File: src/core/supply_supervisor_cfg.svh
// Timing figures and reset values of the supply supervisor gating logic.
// Assumes a 10 MHz clock; included by the timer and gating design modules.
`ifndef SUPPLY_SUPERVISOR_CFG_SVH
`define SUPPLY_SUPERVISOR_CFG_SVH
`define CLK_PERIOD_NS      100
`define GRACE_TIME_NS      10000
`define GRACE_CYCLES       (`GRACE_TIME_NS / `CLK_PERIOD_NS)
`define HOLD_TIME_MS       200
`define HOLD_CYCLES_DEF    (`HOLD_TIME_MS * 1000000 / `CLK_PERIOD_NS)
`define CNT_W              24
`define GRACE_W            8
`define CNT_ZERO           24'h000000
`define GRACE_ZERO         8'h00
`endif

File: src/core/supply_supervisor_pkg.sv
// Types shared by the supply supervisor gating modules.
// Assumes the constants header is available on the include path.
package supply_supervisor_pkg;
    typedef enum logic [1:0] {
        GATE_PASS,
        GATE_GRACE,
        GATE_BLOCK
    } gate_state_t;
endpackage : supply_supervisor_pkg

File: src/core/hold_timer.sv
// Reset-hold timer: counts the hold period, flags first and second half.
// Assumes a synchronous restart input and a clock at the configured rate.
`timescale 1ns/10ps
`include "supply_supervisor_cfg.svh"
module hold_timer #(
    parameter logic [`CNT_W-1:0] HOLD_CYCLES = `CNT_W'(`HOLD_CYCLES_DEF)
) (
    // Clock and reset
    input  wire logic clock,
    input  wire logic srst,
    // Control
    input  wire logic restart,
    // Status
    output logic      running,
    output logic      firstHalf
);
    logic [`CNT_W-1:0] count_q;
    logic [`CNT_W-1:0] halfCycles;
    logic              done;

    // Half point and end of period
    assign halfCycles = HOLD_CYCLES >> 1;
    assign done       = (count_q >= HOLD_CYCLES);
    assign running    = restart || !done;
    assign firstHalf  = restart || (count_q < halfCycles);

    // Held at zero while restarted, count up from zero while below the period
    always_ff @(posedge clock) begin
        if (srst || restart) begin
            count_q <= `CNT_ZERO;
        end else if (!done) begin
            count_q <= count_q + `CNT_W'(1);
        end
    end
endmodule : hold_timer

File: src/core/grace_timer.sv
// Grace interval timer for a write cycle still open when reset asserts.
// Assumes start is a one-cycle pulse at reset assertion.
`timescale 1ns/10ps
`include "supply_supervisor_cfg.svh"
module grace_timer (
    // Clock and reset
    input  wire logic clock,
    input  wire logic srst,
    // Control
    input  wire logic start,
    // Status
    output logic      expired
);
    logic [`GRACE_W-1:0] count_q;

    assign expired = (count_q >= `GRACE_W'(`GRACE_CYCLES - 1));

    // Count the grace interval after each start
    always_ff @(posedge clock) begin
        if (srst || start) begin
            count_q <= `GRACE_ZERO;
        end else if (!expired) begin
            count_q <= count_q + `GRACE_W'(1);
        end
    end
endmodule : grace_timer

File: src/core/supply_supervisor_gating.sv
// Control logic of a processor supply supervisor: chip-select gating,
// fail and early-warning flags, RAM rail switchover and backup states.
// Assumes comparator decisions arrive as levels synchronous to clock.
//
// Behaviour
// - While reset is asserted, pass gate off and chip-select input high-impedance, except in grace after first half.
// - Chip-select input high at reset assertion: gate off at once.
// - Chip-select input low at reset: grace until it rises or 10 us, gate still off in first half.
// - Gate held off during first half of hold period on every reset.
// - Pull chip-select output to RAM rail while gate off, release when on.
// - Early warning high above its level, low below it.
// - When enabled, fail flag low while monitor input below compare level.
// - Below switchover level, fail comparator off and fail flag low.
// - Fail flag forced high during first half of hold period, when above switchover level.
// - From second half of hold period, fail flag tracks the comparator.
// - Reset held while manual reset low and 200 ms after release.
// - Backup when supply below switchover and cell above supply, or below 1.75 V.
// - Leave backup past cell if cell below reset level, else at reset level.
// - RAM rail back on main supply at reset level, or past the cell if cell below reset level.
// - Backup-active high exactly while RAM rail on the cell.
// - Backup mode forces status outputs low and disables inputs.
// - Outside reset the pass gate is on and passes every transition.
// - Reset held for the hold period after supply rises above reset level.
// - Supply below reset level asserts reset and restarts the hold timer.
`timescale 1ns/10ps
`include "supply_supervisor_cfg.svh"
module supply_supervisor_gating #(
    parameter logic [`CNT_W-1:0] HOLD_CYCLES = `CNT_W'(`HOLD_CYCLES_DEF)
) (
    // Clock and reset
    input  wire logic clock,
    input  wire logic srst,
    // Comparator decisions, high when true
    input  wire logic supplyAboveReset,
    input  wire logic supplyAboveWarn,
    input  wire logic supplyAboveSwitch,
    input  wire logic supplyAbove175,
    input  wire logic cellAboveSupply,
    input  wire logic cellAboveReset,
    input  wire logic monitorAboveFail,
    // Processor side inputs
    input  wire logic manual_reset_n,
    input  wire logic chipSelectInLevel,
    input  wire logic watchdogFaultIn_n,
    input  wire logic cellHealthIn,
    // Reset outputs
    output logic      reset_n,
    output logic      resetHigh,
    // Chip-select gate controls
    output logic      passGateOn,
    output logic      chipSelectInHiZ,
    output logic      pullUpOn,
    output logic      pullToCell,
    // Status flags
    output logic      early_warning_n,
    output logic      supply_fail_flag_n,
    output logic      watchdog_fault_n,
    output logic      cell_health,
    // Rail control
    output logic      backup_active,
    output logic      monitorEnable,
    output logic      kickEnable,
    output logic      manualEnable
);
    logic        backup_q;
    logic        backup_d;
    logic        inReset;
    logic        holdRunning;
    logic        holdFirstHalf;
    logic        resetPrev_q;
    logic        resetRise;
    logic        graceExpired;
    logic        gateOn_d;
    logic        enterBackup;
    logic        leaveBackup;
    logic        holdRestart;
    supply_supervisor_pkg::gate_state_t gate_q;
    supply_supervisor_pkg::gate_state_t gate_d;

    logic reset_n_q, resetHigh_q, passGateOn_q, chipSelectInHiZ_q, pullUpOn_q;
    logic pullToCell_q, early_warning_n_q, supply_fail_flag_n_q;
    logic watchdog_fault_n_q, cell_health_q, monitorEnable_q;
    logic kickEnable_q, manualEnable_q;

    // Backup entry and exit decisions
    assign enterBackup = (!supplyAboveSwitch && cellAboveSupply) || !supplyAbove175;
    assign leaveBackup = cellAboveReset ? supplyAboveReset
                                        : (!cellAboveSupply && supplyAbove175);
    assign backup_d    = backup_q ? !leaveBackup : enterBackup;

    // Hold restart while supply low or manual reset held; inputs off in backup
    assign holdRestart = !supplyAboveReset
                         || (!manual_reset_n && !backup_q);
    assign inReset     = holdRunning || backup_q;
    assign resetRise   = inReset && !resetPrev_q;

    hold_timer #(
        .HOLD_CYCLES (HOLD_CYCLES)
    ) u_hold (
        .clock     (clock),
        .srst      (srst),
        .restart   (holdRestart),
        .running   (holdRunning),
        .firstHalf (holdFirstHalf)
    );

    grace_timer u_grace (
        .clock   (clock),
        .srst    (srst),
        .start   (resetRise),
        .expired (graceExpired)
    );

    // Gate state: grace only if chip select was low when reset asserted
    always_comb begin
        gate_d = gate_q;
        case (gate_q)
            supply_supervisor_pkg::GATE_PASS: begin
                if (resetRise && !chipSelectInLevel && !backup_q) begin
                    gate_d = supply_supervisor_pkg::GATE_GRACE;
                end else if (resetRise) begin
                    gate_d = supply_supervisor_pkg::GATE_BLOCK;
                end
            end
            supply_supervisor_pkg::GATE_GRACE: begin
                if (!inReset) begin
                    gate_d = supply_supervisor_pkg::GATE_PASS;
                end else if (chipSelectInLevel || graceExpired || backup_q) begin
                    gate_d = supply_supervisor_pkg::GATE_BLOCK;
                end
            end
            default: begin
                if (!inReset) begin
                    gate_d = supply_supervisor_pkg::GATE_PASS;
                end
            end
        endcase
    end

    // Gate on outside reset or within grace; first half always blocks
    assign gateOn_d = (gate_d == supply_supervisor_pkg::GATE_PASS && !inReset)
                      || (gate_d == supply_supervisor_pkg::GATE_GRACE
                          && !holdFirstHalf);

    // Gate state register
    always_ff @(posedge clock) begin
        if (srst) begin
            gate_q      <= supply_supervisor_pkg::GATE_BLOCK;
            backup_q    <= 1'b0;
            resetPrev_q <= 1'b1;
        end else begin
            gate_q      <= gate_d;
            backup_q    <= backup_d;
            resetPrev_q <= inReset;
        end
    end

    // Reset and gate outputs
    always_ff @(posedge clock) begin
        if (srst) begin
            reset_n_q         <= 1'b0;
            resetHigh_q       <= 1'b1;
            passGateOn_q      <= 1'b0;
            chipSelectInHiZ_q <= 1'b1;
            pullUpOn_q        <= 1'b1;
            pullToCell_q      <= 1'b0;
        end else begin
            reset_n_q         <= !inReset;
            resetHigh_q       <= inReset && !backup_d;
            passGateOn_q      <= gateOn_d && !backup_d;
            chipSelectInHiZ_q <= !gateOn_d || backup_d;
            pullUpOn_q        <= !gateOn_d || backup_d;
            pullToCell_q      <= backup_d;
        end
    end

    // Status flag outputs
    always_ff @(posedge clock) begin
        if (srst) begin
            early_warning_n_q    <= 1'b0;
            supply_fail_flag_n_q <= 1'b1;
            watchdog_fault_n_q   <= 1'b1;
            cell_health_q        <= 1'b0;
            monitorEnable_q      <= 1'b0;
            kickEnable_q         <= 1'b0;
            manualEnable_q       <= 1'b0;
            backup_active        <= 1'b0;
        end else begin
            early_warning_n_q <= supplyAboveWarn && !backup_d;
            if (backup_d || !supplyAboveSwitch) begin
                supply_fail_flag_n_q <= 1'b0;
            end else if (holdRunning && holdFirstHalf) begin
                supply_fail_flag_n_q <= 1'b1;
            end else begin
                supply_fail_flag_n_q <= monitorAboveFail;
            end
            watchdog_fault_n_q <= watchdogFaultIn_n && !backup_d;
            cell_health_q      <= cellHealthIn && !backup_d;
            monitorEnable_q    <= supplyAboveSwitch && !backup_d
                                  && !(holdRunning && holdFirstHalf);
            kickEnable_q       <= !backup_d;
            manualEnable_q     <= !backup_d;
            backup_active      <= backup_d;
        end
    end

    // Registered outputs
    assign reset_n            = reset_n_q;
    assign resetHigh          = resetHigh_q;
    assign passGateOn         = passGateOn_q;
    assign chipSelectInHiZ    = chipSelectInHiZ_q;
    assign pullUpOn           = pullUpOn_q;
    assign pullToCell         = pullToCell_q;
    assign early_warning_n    = early_warning_n_q;
    assign supply_fail_flag_n = supply_fail_flag_n_q;
    assign watchdog_fault_n   = watchdog_fault_n_q;
    assign cell_health        = cell_health_q;
    assign monitorEnable      = monitorEnable_q;
    assign kickEnable         = kickEnable_q;
    assign manualEnable       = manualEnable_q;
endmodule : supply_supervisor_gating

File: config.mk
export PLATFORM = sky130hd
export DESIGN_NAME = supply_supervisor_gating
export DESIGN_NICKNAME = d
export VERILOG_FILES = /design/src/core/supply_supervisor_pkg.sv /design/src/core/hold_timer.sv /design/src/core/grace_timer.sv /design/src/core/supply_supervisor_gating.sv
export VERILOG_INCLUDE_DIRS = /design/src /design/src/core
export SDC_FILE = /design/constraint.sdc
export NUM_CORES = 1
export LEC_CHECK = 0
export ABC_AREA = 1
export BUFFER_PORTS_ARGS = -buffer_cell sky130_fd_sc_hd__buf_4
export CORE_MARGIN = 5
export CORE_UTILIZATION = 55
export DETAILED_ROUTE_END_ITERATION = 10
export PLACE_DENSITY = 0.76
export SETUP_SLACK_MARGIN = 0.15
export SYNTH_ARGS = -nofsm -noshare
export SYNTH_HDL_FRONTEND = slang
export SYNTH_SLANG_ARGS = --single-unit
File: constraint.sdc
create_clock -name clock -period 4.05 [get_ports clock]
set_input_delay 1.215 -clock clock [delete_from_list [all_inputs] [get_ports clock]]
set_output_delay 1.215 -clock clock [all_outputs]
set_load 0.005 [all_outputs]
-- Yosys cells after proc, flatten, opt, wreduce, memory -nomap -nowiden
Index checks and enable logic that the tools add are counted.
- memories: 0
- memory bits (read-only): 0
- RAM bits: 0
- output and inout port bits: 14
- logic and storage cells: 77
- bits in registers: 46
- input port bits: 13
- bits in latches: 0
- eq/ne operators: 2
- bitwise gates (word level): 0
- muxes and demuxes: 10
- $add $sub $neg: 2
- divide/modulo/power cells: 0
- reductions and logical operators: 45
- shift operators: 0
- magnitude comparators: 3
- multiply operators: 0
- operator list (cell ; count):
    $add A24 B1 Y24 const B ; 1
    $ge A24 B21 Y1 const B ; 1
    $lt A24 B20 Y1 const B ; 1
    $logic_and A1 B1 Y1 ; 16
    $logic_not A1 Y1 ; 15
    $logic_or A1 B1 Y1 ; 12
    $mux W2 ; 5
    $add A8 B1 Y8 const B ; 1
    $ge A8 B7 Y1 const B ; 1
    $eq A2 B1 Y1 const B ; 2
    $logic_not A2 Y1 ; 2
    $mux W1 ; 4
    $pmux W2 S2 ; 1

-- Longest topological paths before layout
Gate-level depths: netlist (run 1).
- depth after elaboration: 15
- gate-level depth with buffers: 12

-- Hierarchy
From an unflattened synthesis (run 1), not the netlist that was laid out.
- cell total of the unflattened synthesis: 366
- area total of the unflattened synthesis: 2528.7 sq um
- by module, submodules not included (module ; sequential area each (sq um) ; cells an instance ; instances ; area an instance (sq um)):
    hold_timer ; 480.5 ; 233 ; 1 ; 1539.0
    supply_supervisor_gating ; 280.3 ; 76 ; 1 ; 573.0
    grace_timer ; 160.2 ; 57 ; 1 ; 416.6

-- Worst setup path after synthesis (run 1)
Ideal clock, no wire load.
- path kind: input port to flip-flop
- start point: in manual_reset_n
- end point: reg pullUpOn_q (netlist: pullUpOn)
- library setup time: 112 ps
- slack: 1843 ps
- required time: 3938 ps
- stages: 9
- arrival: 2095 ps
- cell sequence: o21ai_0 or2_2 inv_1 nand2_4 nand4_2 nand2_1 nand2_1 nand2_1 nand2_1
- word-level cells in the longest chain between the ends: 15
- elaborated cells on any way between the ends: 23
- ends and longest elaborated chain (item ; line ; RTL):
    from (decl) ; supply_supervisor_gating.sv:42 ; input wire logic manual_reset_n,
    $logic_not A1 Y1 * ; supply_supervisor_gating.sv:93 ; || (!manual_reset_n && !backup_q);
    $logic_and A1 B1 Y1 * ; supply_supervisor_gating.sv:93 ;
    $logic_or A1 B1 Y1 * ; supply_supervisor_gating.sv:93 ;
    $logic_or A1 B1 Y1 ; hold_timer.sv:24 ; assign running = restart || !done;
    $logic_or A1 B1 Y1 ; supply_supervisor_gating.sv:94 ; assign inReset = holdRunning || backup_q;
    $logic_and A1 B1 Y1 ; supply_supervisor_gating.sv:95 ; assign resetRise = inReset && !resetPrev_q;
    $logic_and A1 B1 Y1 (2 in series) ; supply_supervisor_gating.sv:119 ; if (resetRise && !chipSelectInLevel && !backup_q) begin
    $mux W2 ; supply_supervisor_gating.sv:119 ;
    $pmux W2 S2 ; supply_supervisor_gating.sv:117 ; case (gate_q)
    $eq A2 B1 Y1 or $logic_not A2 Y1 (tied branches) ; supply_supervisor_gating.sv:142, supply_supervisor_gating.sv:141 ;
    $logic_and A1 B1 Y1, on equally long branches ; supply_supervisor_gating.sv:143, supply_supervisor_gating.sv:141 ;
    $logic_or A1 B1 Y1 * ; supply_supervisor_gating.sv:142 ; || (gate_d == supply_supervisor_pkg::GATE_GRACE
    $logic_not A1 Y1 * ; supply_supervisor_gating.sv:172 ; pullUpOn_q <= !gateOn_d || backup_d;
    $logic_or A1 B1 Y1 * ; supply_supervisor_gating.sv:172 ;
    to (signal assigned) ; supply_supervisor_gating.sv:172 ;
    to (decl) ; supply_supervisor_gating.sv:80 ; logic reset_n_q, resetHigh_q, passGateOn_q, chipSelectInHiZ_q, pullUpOn_q;
Mark *: on every way between the ends. The rest lies on a longest branch, timed or not.
A chain may end at the register's enable or synchronous reset.

-- Worst setup path after layout (run 1)
- start point: in supplyAboveReset
- end point: reg u_hold.count_q[7]
- word-level cells in the longest chain between the ends: 3
- ends and longest elaborated chain (item ; line ; RTL):
    from (decl) ; supply_supervisor_gating.sv:34 ; input wire logic supplyAboveReset,
    $logic_not A1 Y1 ; supply_supervisor_gating.sv:92 ; assign holdRestart = !supplyAboveReset
    $logic_or A1 B1 Y1 ; supply_supervisor_gating.sv:93 ;
    $logic_or A1 B1 Y1 ; hold_timer.sv:29 ; if (srst || restart) begin
    to (signal assigned) ; hold_timer.sv:30 ; count_q <= `CNT_ZERO;
    to (signal assigned) ; hold_timer.sv:32 ; count_q <= count_q + `CNT_W'(1);
    to (decl) ; hold_timer.sv:17 ; logic [`CNT_W-1:0] count_q;
Every way passes these cells.

==> reports/summary.txt, run 1 <==
outcome: completed
Yosys cell types: 32
GRT Total Usage: 19.0%
later-pin clock latency in the skew report: 0.30 ns
WL/cell: 11.7 um
Slew HR: 64.8%
Sequential Power Share: 50.9%
Net Switching: 0.000185 W
CTS sink count: 46
flops & latches, synth: 46
vias in the first global route: 1952
initial core utilization: 57.8%
first-pass GRT wire length: 8.49 mm
GR Overflow Total: 0
vias per cell: 5.06
most area-hungry cell type in the Yosys netlist: dfxtp_1
post-route ant nets: 0
htree depth: 2
Final Hold Fails: 0
Fillers: 373
HP Class: flop to flop
final setup fails: 0
Row Count: 23
I/O pins: 27
Slew Viols, Final: 0
Req. time, crit path: 4.27 ns
DRC errors left: 0
TritonCTS clock tree: built
Area growth, synth to finish: 14.1%
internal power: 0.000731 W
Period Utilization, post-route: 56.8%
initial DRC count: 113
Largest Register: u_hold.count_q
Peak Freq: 435 MHz
Mapped Nets: 351
Avg Synthesized Cell Area: 7.01 um^2
final instance area: 2680 um^2
Post-CTS Setup Bufs: 0
IR drop worst, VDD: 0.000321 V
Synth Cell Area: 2350 um^2
commonest cells after routing, fill and taps aside: nand2_1 (74), inv_1 (49), dfxtp_1 (46)
Crit. End Element: flop
Max Cap Viol: 0
setup TNS: 0 ns
die height: 75.3 um
die width: 75.3 um
Leak: 1.19 nW
RSZ-0062 raised after global routing: no
synthesized netlist cell count: 335
max reg flops: 24
cts hold-fix bufs: 0
crit path max fanout: 17
DP HPWL: 3.69 mm
layout cells sized above 1: 13.6%
nets: 376
Logic pwr share: 5.3%
via count: 2078
PortBufs: 26
post-route minimum period: 2.30 ns
Yosys top cell area share: 39.2%
GPL Wtd Cong: 0.908
CP arrival: 2.52 ns
placed cell areas: 2540 um^2
root buf cell: clkbuf_8
core area: 4060 um^2
Tightest Pin Transition: 0.524 ns
post-synthesis sequential area ratio: 39.2%
Worst Clk Skew: 0.00774 ns
initial antenna violation count: 0
die area: 5670 um^2
clock power share: 43.8%
CTS buffer count: 5
top area cells in the synthesized netlist: dfxtp_1 (39%), nand2_1 (12%), inv_1 (7.8%)
Switching Fraction: 20.2%
PwrDens: 342 nW/um^2
Ys Warns: 0
critical path class: input pin to flop
clock buffer depth: 2
Final Routed Wirelength: 4.83 mm
n_diodes: 0
Worst setup SP type: input pin
Clock transition at path regs: 0.09 ns
commonest non-fill, non-tap cell in the layout: nand2_1
Util after Layout: 66.0%
CTS resizes: 0
largest net degree at the start of global routing: 24
Pre-antenna DRT Iters: 4
largest registers: u_hold.count_q: 24 flops, u_grace.count_q: 8 flops, gate_q: 2 flops
-- logic make-up (layout without fill, tap and decap cells) --
group	Yosys count	in the layout	share of synthesized area, %
xor gates and xnor gates	12	12	4.48
buffers and inverters	58	84	10.7
DFF	46	46	39.2
AOI/OAI and AO/OA	41	41	9.17
and+or+nand+nor	175	175	34.8
adders and majority gates	3	3	1.60
-- synth_stat cells --
cell type	number
a21oi_1	21
a31oi_1	3
a32oi_1	1
and3_1	2
buf_2	3
buf_4	3
buf_6	1
buf_8	1
clkinv_1	1
dfxtp_1	46
ha_1	3
inv_1	49
nand2_1	74
nand2_2	2
nand2_4	3
nand3_1	21
nand3_2	1
nand3b_1	2
nand4_1	8
nand4_2	1
nor2_1	41
nor2_2	2
nor3_1	10
nor3_2	2
nor3b_1	1
nor3b_2	2
nor4_1	1
o211ai_1	1
o21ai_0	15
or2_2	2
xnor2_1	2
xor2_1	10
-- power groups by stage --
stage	Sequential, W	Clock, W	Combinational [W]
3_5_place_dp	0.000477	0	0.0000488
3_3_place_gp	0.000477	0	0.0000482
2_1_floorplan	0.000476	0	0.0000269
6_report	0.000466	0.000402	0.0000484
4_1_cts	0.000466	0.000410	0.0000490
5_1_grt	0.000467	0.000429	0.0000555
-- cell type report --
cell class                 instances  area [um^2]  share of cell area [%]
inverter                          50          188                    7.01
clock buffer                       5         68.8                    2.57
tap                               50         62.6                    2.34
multi-input combinational        231         1170                    43.9
clock inverter                     3         68.8                    2.57
sequential                        46          921                    34.4
timing repair buffer              26          195                    7.29
-- path summary, 6_finish.rpt --
kind / end / start / slack, ns / cells after the start
setup / recovery: u_hold.count_q[7] / supplyAboveReset / 1.75 / 5
hold / removal: u_hold.count_q[23] / u_hold.count_q[23] / 0.43 / 2
setup reg to reg: u_hold.count_q[13] / u_hold.count_q[17] / 2.14 / 10
hold reg to reg: u_hold.count_q[23] / u_hold.count_q[23] / 0.43 / 2
-- routing by layer --
layer | global-route usage, % | wire length, um | up-vias
met5 | 0 | 0 | -
met4 | 5.44 | 51 | 0
met3 | 4.49 | 215 | 6
met2 | 29.1 | 2180 | 34
met1 | 26.9 | 2380 | 922
li1 | - | - | 1116
-- worst max-delay path, cell delays in order --
cell and delay, ns:
buf_4 0.08, o21ai_0 0.13, nor2_2 0.29, clkinv_1 0.50, nor3b_1 0.31
-- metrics by stage --
step | std cells | hold slack, ns | setup slack (ns) | power [W]
2_1_floorplan | 335 | 0.408 | 1.84 | 0.000503
3_3_place_gp | 403 | 0.416 | 1.50 | 0.000525
3_5_place_dp | 403 | 0.425 | 1.45 | 0.000525
4_1_cts | 411 | 0.437 | 1.76 | 0.000925
5_1_grt | 411 | 0.451 | 1.62 | 0.000952
6_report | 411 | 0.433 | 1.75 | 0.000916
Power figures use the tool's default switching activity.
==> run 2: changes to the inputs <==
- CORE_UTILIZATION: 55 -> 52
- PLACE_DENSITY: 0.76 -> 0.75
- clock period: 4.05 -> 1.8 ns (I/O delays scaled with it)
==> reports/summary.txt, run 2 (synthesis gave the netlist of run 1 again) <==
outcome: completed
Worst setup SP type: flop
Period Utilization, post-route: 88.0%
WL/cell: 12.8 um (+8.7%)
htree depth: 2 (unchanged)
first-pass GRT wire length: 9.07 mm (+6.8%)
Max Cap Viol: 0 (unchanged)
initial DRC count: 129 (+14%)
Worst Clk Skew: 0.00602 ns (-0.00171 ns)
n_diodes: 0 (unchanged)
setup TNS: 0 ns (unchanged)
clock buffer depth: 2 (unchanged)
commonest non-fill, non-tap cell in the layout: nand2_1
DP HPWL: 3.81 mm (+3.3%)
vias per cell: 5.16 (+2.0%)
R2R Setup Slk: 0.22 ns (-1.92 ns)
GRT Total Usage: 18.0% (-1.1 points)
DRC errors left: 0 (unchanged)
final cell count without fillers: 431 (+4.9%)
post-route ant nets: 0 (unchanged)
placed cell areas: 2640 um^2 (+3.9%)
vias in the first global route: 2085 (+6.8%)
Row Count: 24 (+4.3%)
Area growth, synth to finish: 23.3%
max reg flops: 24 (unchanged)
GPL Wtd Cong: 0.923 (+1.6%)
total power: 0.00180 W (+97%)
FF+latch area: 936 um^2 (+1.6%)
crit-path max cell delay: 0.47 ns (-0.03 ns)
cts hold-fix bufs: 0 (unchanged)
core area: 4350 um^2 (+7.3%)
Pre-antenna DRT Iters: 4 (unchanged)
root buf cell: clkbuf_8
crit path max fanout: 9 (-8)
Peak Freq: 631 MHz
final instance area: 2890 um^2 (+8.0%)
GR Overflow Total: 0 (unchanged)
Cell Chain, Critical Path: inv_1 -> nand3_1 -> nor2_2 -> nand2_2 -> nand2_8 -> buf_4 -> o21ai_0 -> nor3b_1
HP Class: input pin to flop
TritonCTS clock tree: built
CTS sink count: 46 (unchanged)
Leak: 1.27 nW (+7.1%)
nets: 394 (+4.8%)
layout cells sized above 1: 25.9% (+12 points)
die height: 77.2 um (+2.5%)
commonest cells after routing, fill and taps aside: nand2_1 (70), inv_1 (48), buf_4 (42)
Clock transition at path regs: 0.09 ns (about the same)
placed insts: 418 (+3.7%)
initial antenna violation count: 0 (unchanged)
Req. time, crit path: 2.02 ns (-2.25 ns)
final setup fails: 0 (unchanged)
largest net degree at the start of global routing: 16 (-33%)
Slew Viols, Final: 0 (unchanged)
die area: 5960 um^2 (+5.0%)
PortBufs: 26 (unchanged)
CP max stage cell: dfxtp_1
post-route minimum period: 1.58 ns
initial core utilization: 53.9% (-3.9 points)
Crit. End Element: flop
RSZ-0062 raised after global routing: yes
PwrDens: 623 nW/um^2 (+82%)
Tightest Pin Transition: 0.304 ns (-0.220 ns)
largest registers: u_hold.count_q: 24 flops, u_grace.count_q: 8 flops, gate_q: 2 flops
area of the multi-input gates: 1280 um^2 (+9.4%)
later-pin clock latency in the skew report: 0.30 ns (about the same)
Final Routed Wirelength: 5.50 mm (+14%)
Slew HR: 79.6% (+15 points)
IR drop worst, VDD: 0.000500 V (+56%)
CP arrival: 1.80 ns (-0.72 ns)
die width: 77.2 um (+2.5%)
I/O pins: 27 (unchanged)
critical path class: flop to flop
CTS buffer count: 5 (unchanged)
Fillers: 370 (-0.80%)
Largest Register: u_hold.count_q
Final Hold Fails: 0 (unchanged)
via count: 2222 (+6.9%)
[run 2: changes by cell type in the layout (fill, tap and decap cells not counted), sizes merged]
cell      delta
nand2        +1
clkinvlp     +2
bufinv       -2
clkinv       +1
inv          -1
buf         +17
[run 2: path summary, 6_finish.rpt]
kind	startpoint	to	depth (start not counted)
max	u_hold.count_q[16]	u_hold.count_q[7]	8
min	watchdogFaultIn_n	watchdog_fault_n	3
max reg2reg	u_hold.count_q[16]	u_hold.count_q[7]	8
min reg2reg	u_hold.count_q[23]	u_hold.count_q[23]	2
[run 2: metrics by stage]
step	utilization, %	hold slack, ns	setup slack, ns
final	66.5	0.428	0.216
after global routing	66.5	0.446	0.0521
after CTS	62.7	0.426	0.164
after detailed placement	60.7	0.421	0.112
after global placement	60.7	0.416	0.0770
after floorplan	-	0.408	0.268
[run 2: layout make-up]
| type | count | share of cell area [%] |
|---|---|---|
| Sequential cell | 46 | 32.3 |
| Timing Repair Buffer | 43 | 11.3 |
| Clock buffer | 5 | 2.38 |
| Inverter | 50 | 6.61 |
| Multi-Input combinational cell | 232 | 44.4 |
| Clock inverter | 3 | 0.735 |
| Tap cell | 52 | 2.25 |
[run 2: report_power, final]
| part | leakage, nW | switching [W] | internal [W] |
|---|---|---|---|
| Combinational | 0.850 | 0.0000637 | 0.0000610 |
| Clock | 0.0441 | 0.000358 | 0.000273 |
| Sequential | 0.378 | 0.0000120 | 0.00103 |
| Total | 1.27 | 0.000433 | 0.00137 |
[run 2: metal layers]
| metal | up-vias | routed length (um) | GRT usage [%] |
|---|---|---|---|
| li1 | 1153 | - | - |
| met1 | 1012 | 2470 | 22.8 |
| met4 | 0 | 93 | 6.01 |
| met3 | 9 | 254 | 3.86 |
| met2 | 48 | 2680 | 30.0 |
| met5 | - | 0 | 0 |
[run 2: repair_timing]
item | CTS | global route
endpoints found under the setup margin | 0 | 31
buffers inserted | 0 | 4
resized for setup | 0 | 42
[run 2: worst max-delay path: cells and delay by family, from the launching register on]
family / cells / cell delay, ns
AND/OR/NAND/NOR: 5 / 0.60
flip-flops: 1 / 0.47
buffers and inverters: 2 / 0.30
AO/OA/AOI/OAI: 1 / 0.13
==> run 3: changes to the inputs <==
- BUFFER_PORTS_ARGS: -buffer_cell sky130_fd_sc_hd__buf_4 -> -buffer_cell sky130_fd_sc_hd__buf_2
==> reports/summary.txt, run 3 (synthesis gave the netlist of run 1 again) <==
Req. time, crit path: 2.00 ns (-0.02 ns)
RSZ-0062 raised after global routing: yes
via count: 2205 (-0.77%)
die width: 77.2 um (unchanged)
CP arrival: 1.80 ns (about the same)
crit path max fanout: 5 (-4)
Worst Clk Skew: 0.00695 ns (+0.000921 ns)
core area: 4350 um^2 (unchanged)
Worst setup SP type: flop
Slew HR: 80.8% (+1.2 points)
critical path buffer and inverter count: 1 (-1)
Largest Register: u_hold.count_q
setup TNS: 0 ns (unchanged)
initial DRC count: 169 (+31%)
CP Capture Point: u_hold.count_q[9]
Pre-antenna DRT Iters: 4 (unchanged)
IR drop worst, VDD: 0.000601 V (+20%)
max reg flops: 24 (unchanged)
layout cells sized above 1: 21.6% (-4.3 points)
Worst R2R Start: u_hold.count_q[13]
PwrDens: 698 nW/um^2 (+12%)
GPL Wtd Cong: 0.889 (-3.7%)
post-route minimum period: 1.60 ns (+0.0152 ns)
R2R Setup Slk: 0.20 ns (-0.02 ns)
Clock transition at path regs: 0.09 ns (about the same)
nets: 390 (-1.0%)
CTS sink count: 46 (unchanged)
placed cell areas: 2560 um^2 (-3.0%)
cell mode on critical path: nand2_1
PortBufs: 26 (unchanged)
Final Routed Wirelength: 5.47 mm (-0.51%)
Crit. End Element: flop
commonest cells after routing, fill and taps aside: nand2_1 (72), inv_1 (48), dfxtp_1 (39)
final instance area: 2760 um^2 (-4.8%)
GRT Total Usage: 18.4% (+0.41 points)
CP top delay family: simple AND/OR/NAND/NOR gates
DP HPWL: 3.80 mm (-0.25%)
root buf cell: clkbuf_8
vias per cell: 5.16 (+0.16%)
vias in the first global route: 2090 (+0.24%)
Final Hold Fails: 0 (unchanged)
crit path from: u_hold.count_q[13]
initial antenna violation count: 0 (unchanged)
die area: 5960 um^2 (unchanged)
Util after Layout: 63.3% (-3.2 points)
later-pin clock latency in the skew report: 0.30 ns (about the same)
htree depth: 2 (unchanged)
Peak Freq: 625 MHz (-0.95%)
Period Utilization, post-route: 88.8% (+0.84 points)
HP Class: input pin to flop
clock buffer depth: 2 (unchanged)
I/O pins: 27 (unchanged)
largest net degree at the start of global routing: 18 (+2)
outcome: completed
Max Cap Viol: 0 (unchanged)
cts hold-fix bufs: 0 (unchanged)
initial core utilization: 53.9% (unchanged)
Cell Chain, Critical Path: inv_1 -> nand2_1 -> nor2_1 -> nand2_1 -> nand2_2 -> nand2_4 -> nor2_2 -> nand2_1 -> o21ai_0 -> a21oi_1
Worst R2R Path Depth: 10 (+2)
Area growth, synth to finish: 17.4%
placed insts: 416 (-0.48%)
cell depth of the worst setup path: 10 (+2)
CTS buffer count: 5 (unchanged)
die height: 77.2 um (unchanged)
reg-to-reg endpoint: u_hold.count_q[9]
TritonCTS clock tree: built
critical path class: flop to flop
n_diodes: 0 (unchanged)
first-pass GRT wire length: 9.04 mm (-0.30%)
Row Count: 24 (unchanged)
DRC errors left: 0 (unchanged)
crit-path max cell delay: 0.37 ns (-0.10 ns)
commonest non-fill, non-tap cell in the layout: nand2_1
WL/cell: 12.8 um (+0.42%)
total power: 0.00192 W (+6.8%)
final cell count without fillers: 427 (-0.93%)
final setup fails: 0 (unchanged)
Fillers: 380 (+2.7%)
Tightest Pin Transition: 0.287 ns (-0.0168 ns)
Slew Viols, Final: 0 (unchanged)
GR Overflow Total: 0 (unchanged)
post-route ant nets: 0 (unchanged)
CP max stage cell: dfxtp_1
largest registers: u_hold.count_q: 24 flops, u_grace.count_q: 8 flops, gate_q: 2 flops
Leak: 1.23 nW (-3.3%)
[run 3: changes by cell type in the layout (fill, tap and decap cells not counted), moves of 2 or more]
cell     delta
nand2_8     -2
buf_4      -29
dfxtp_1     +3
buf_2      +26
nand2_1     +2
dfxtp_2     -3
nor2_2      -4
o21ai_0     +2
nor2_1      +5
o21ai_2     -2
[run 3: how the worst min path moves through the flow]
| stage | startpoint | endpoint | slack (ns) | cells after the start |
|---|---|---|---|---|
| 2_1_floorplan | u_hold.count_q[23] | u_hold.count_q[23] | 0.41 | 2 |
| 3_3_place_gp | u_hold.count_q[22] | u_hold.count_q[22] | 0.42 | 2 |
| 3_5_place_dp | u_hold.count_q[22] | u_hold.count_q[22] | 0.42 | 2 |
| 4_1_cts | watchdogFaultIn_n | watchdog_fault_n | 0.42 | 3 |
| 5_1_grt | watchdogFaultIn_n | watchdog_fault_n | 0.44 | 3 |
| 6_report | watchdogFaultIn_n | watchdog_fault_n | 0.42 | 3 |
[run 3: layout make-up]
type | count | area (um^2) | area share [%]
multi-input cells | 232 | 1230 | 44.8
flip-flops and latches | 46 | 932 | 33.8
clock inverters | 2 | 37.5 | 1.36
clock buffers | 6 | 72.6 | 2.63
repair buffers | 39 | 228 | 8.26
inverters | 50 | 188 | 6.81
well taps | 52 | 65.1 | 2.36
[run 3: power breakdown]
group          total (W)  internal (W)  switching, W
sequential       0.00105       0.00103     0.0000115
combinational   0.000107     0.0000462     0.0000613
clock           0.000771      0.000414      0.000357
total            0.00192       0.00149      0.000430
[run 3: through the flow]
stage	worst slack, ns	hold slack (ns)
final	0.201	0.421
after floorplan	0.268	0.408
after CTS	0.166	0.417
after detailed placement	0.111	0.424
after global routing	0.0317	0.435
after global placement	0.114	0.416
[run 3: worst register-to-register path, stage by stage (launching register included)]
cell,delay (ns)
dfxtp_1,0.37
inv_1,0.10
nand2_1,0.08
nor2_1,0.10
nand2_1,0.09
nand2_2,0.14
nand2_4,0.11
nor2_2,0.16
nand2_1,0.12
o21ai_0,0.17
a21oi_1,0.06
[run 3: what timing repair did]
item	CTS	global route
endpoints found under the hold margin	0	0
resized for setup	1	22
gates cloned	0	1
endpoints found under the setup margin	2	28
pin swaps	0	2
buffers inserted	0	2
[run 3: layer usage]
layer | GRT usage, % | vias to the layer above | share of wire, %
met5 | 0 | - | 0
met4 | 6.19 | 0 | 1.3
met3 | 4.22 | 7 | 5.9
met2 | 30.3 | 62 | 47
met1 | 23.4 | 989 | 46
li1 | - | 1147 | -
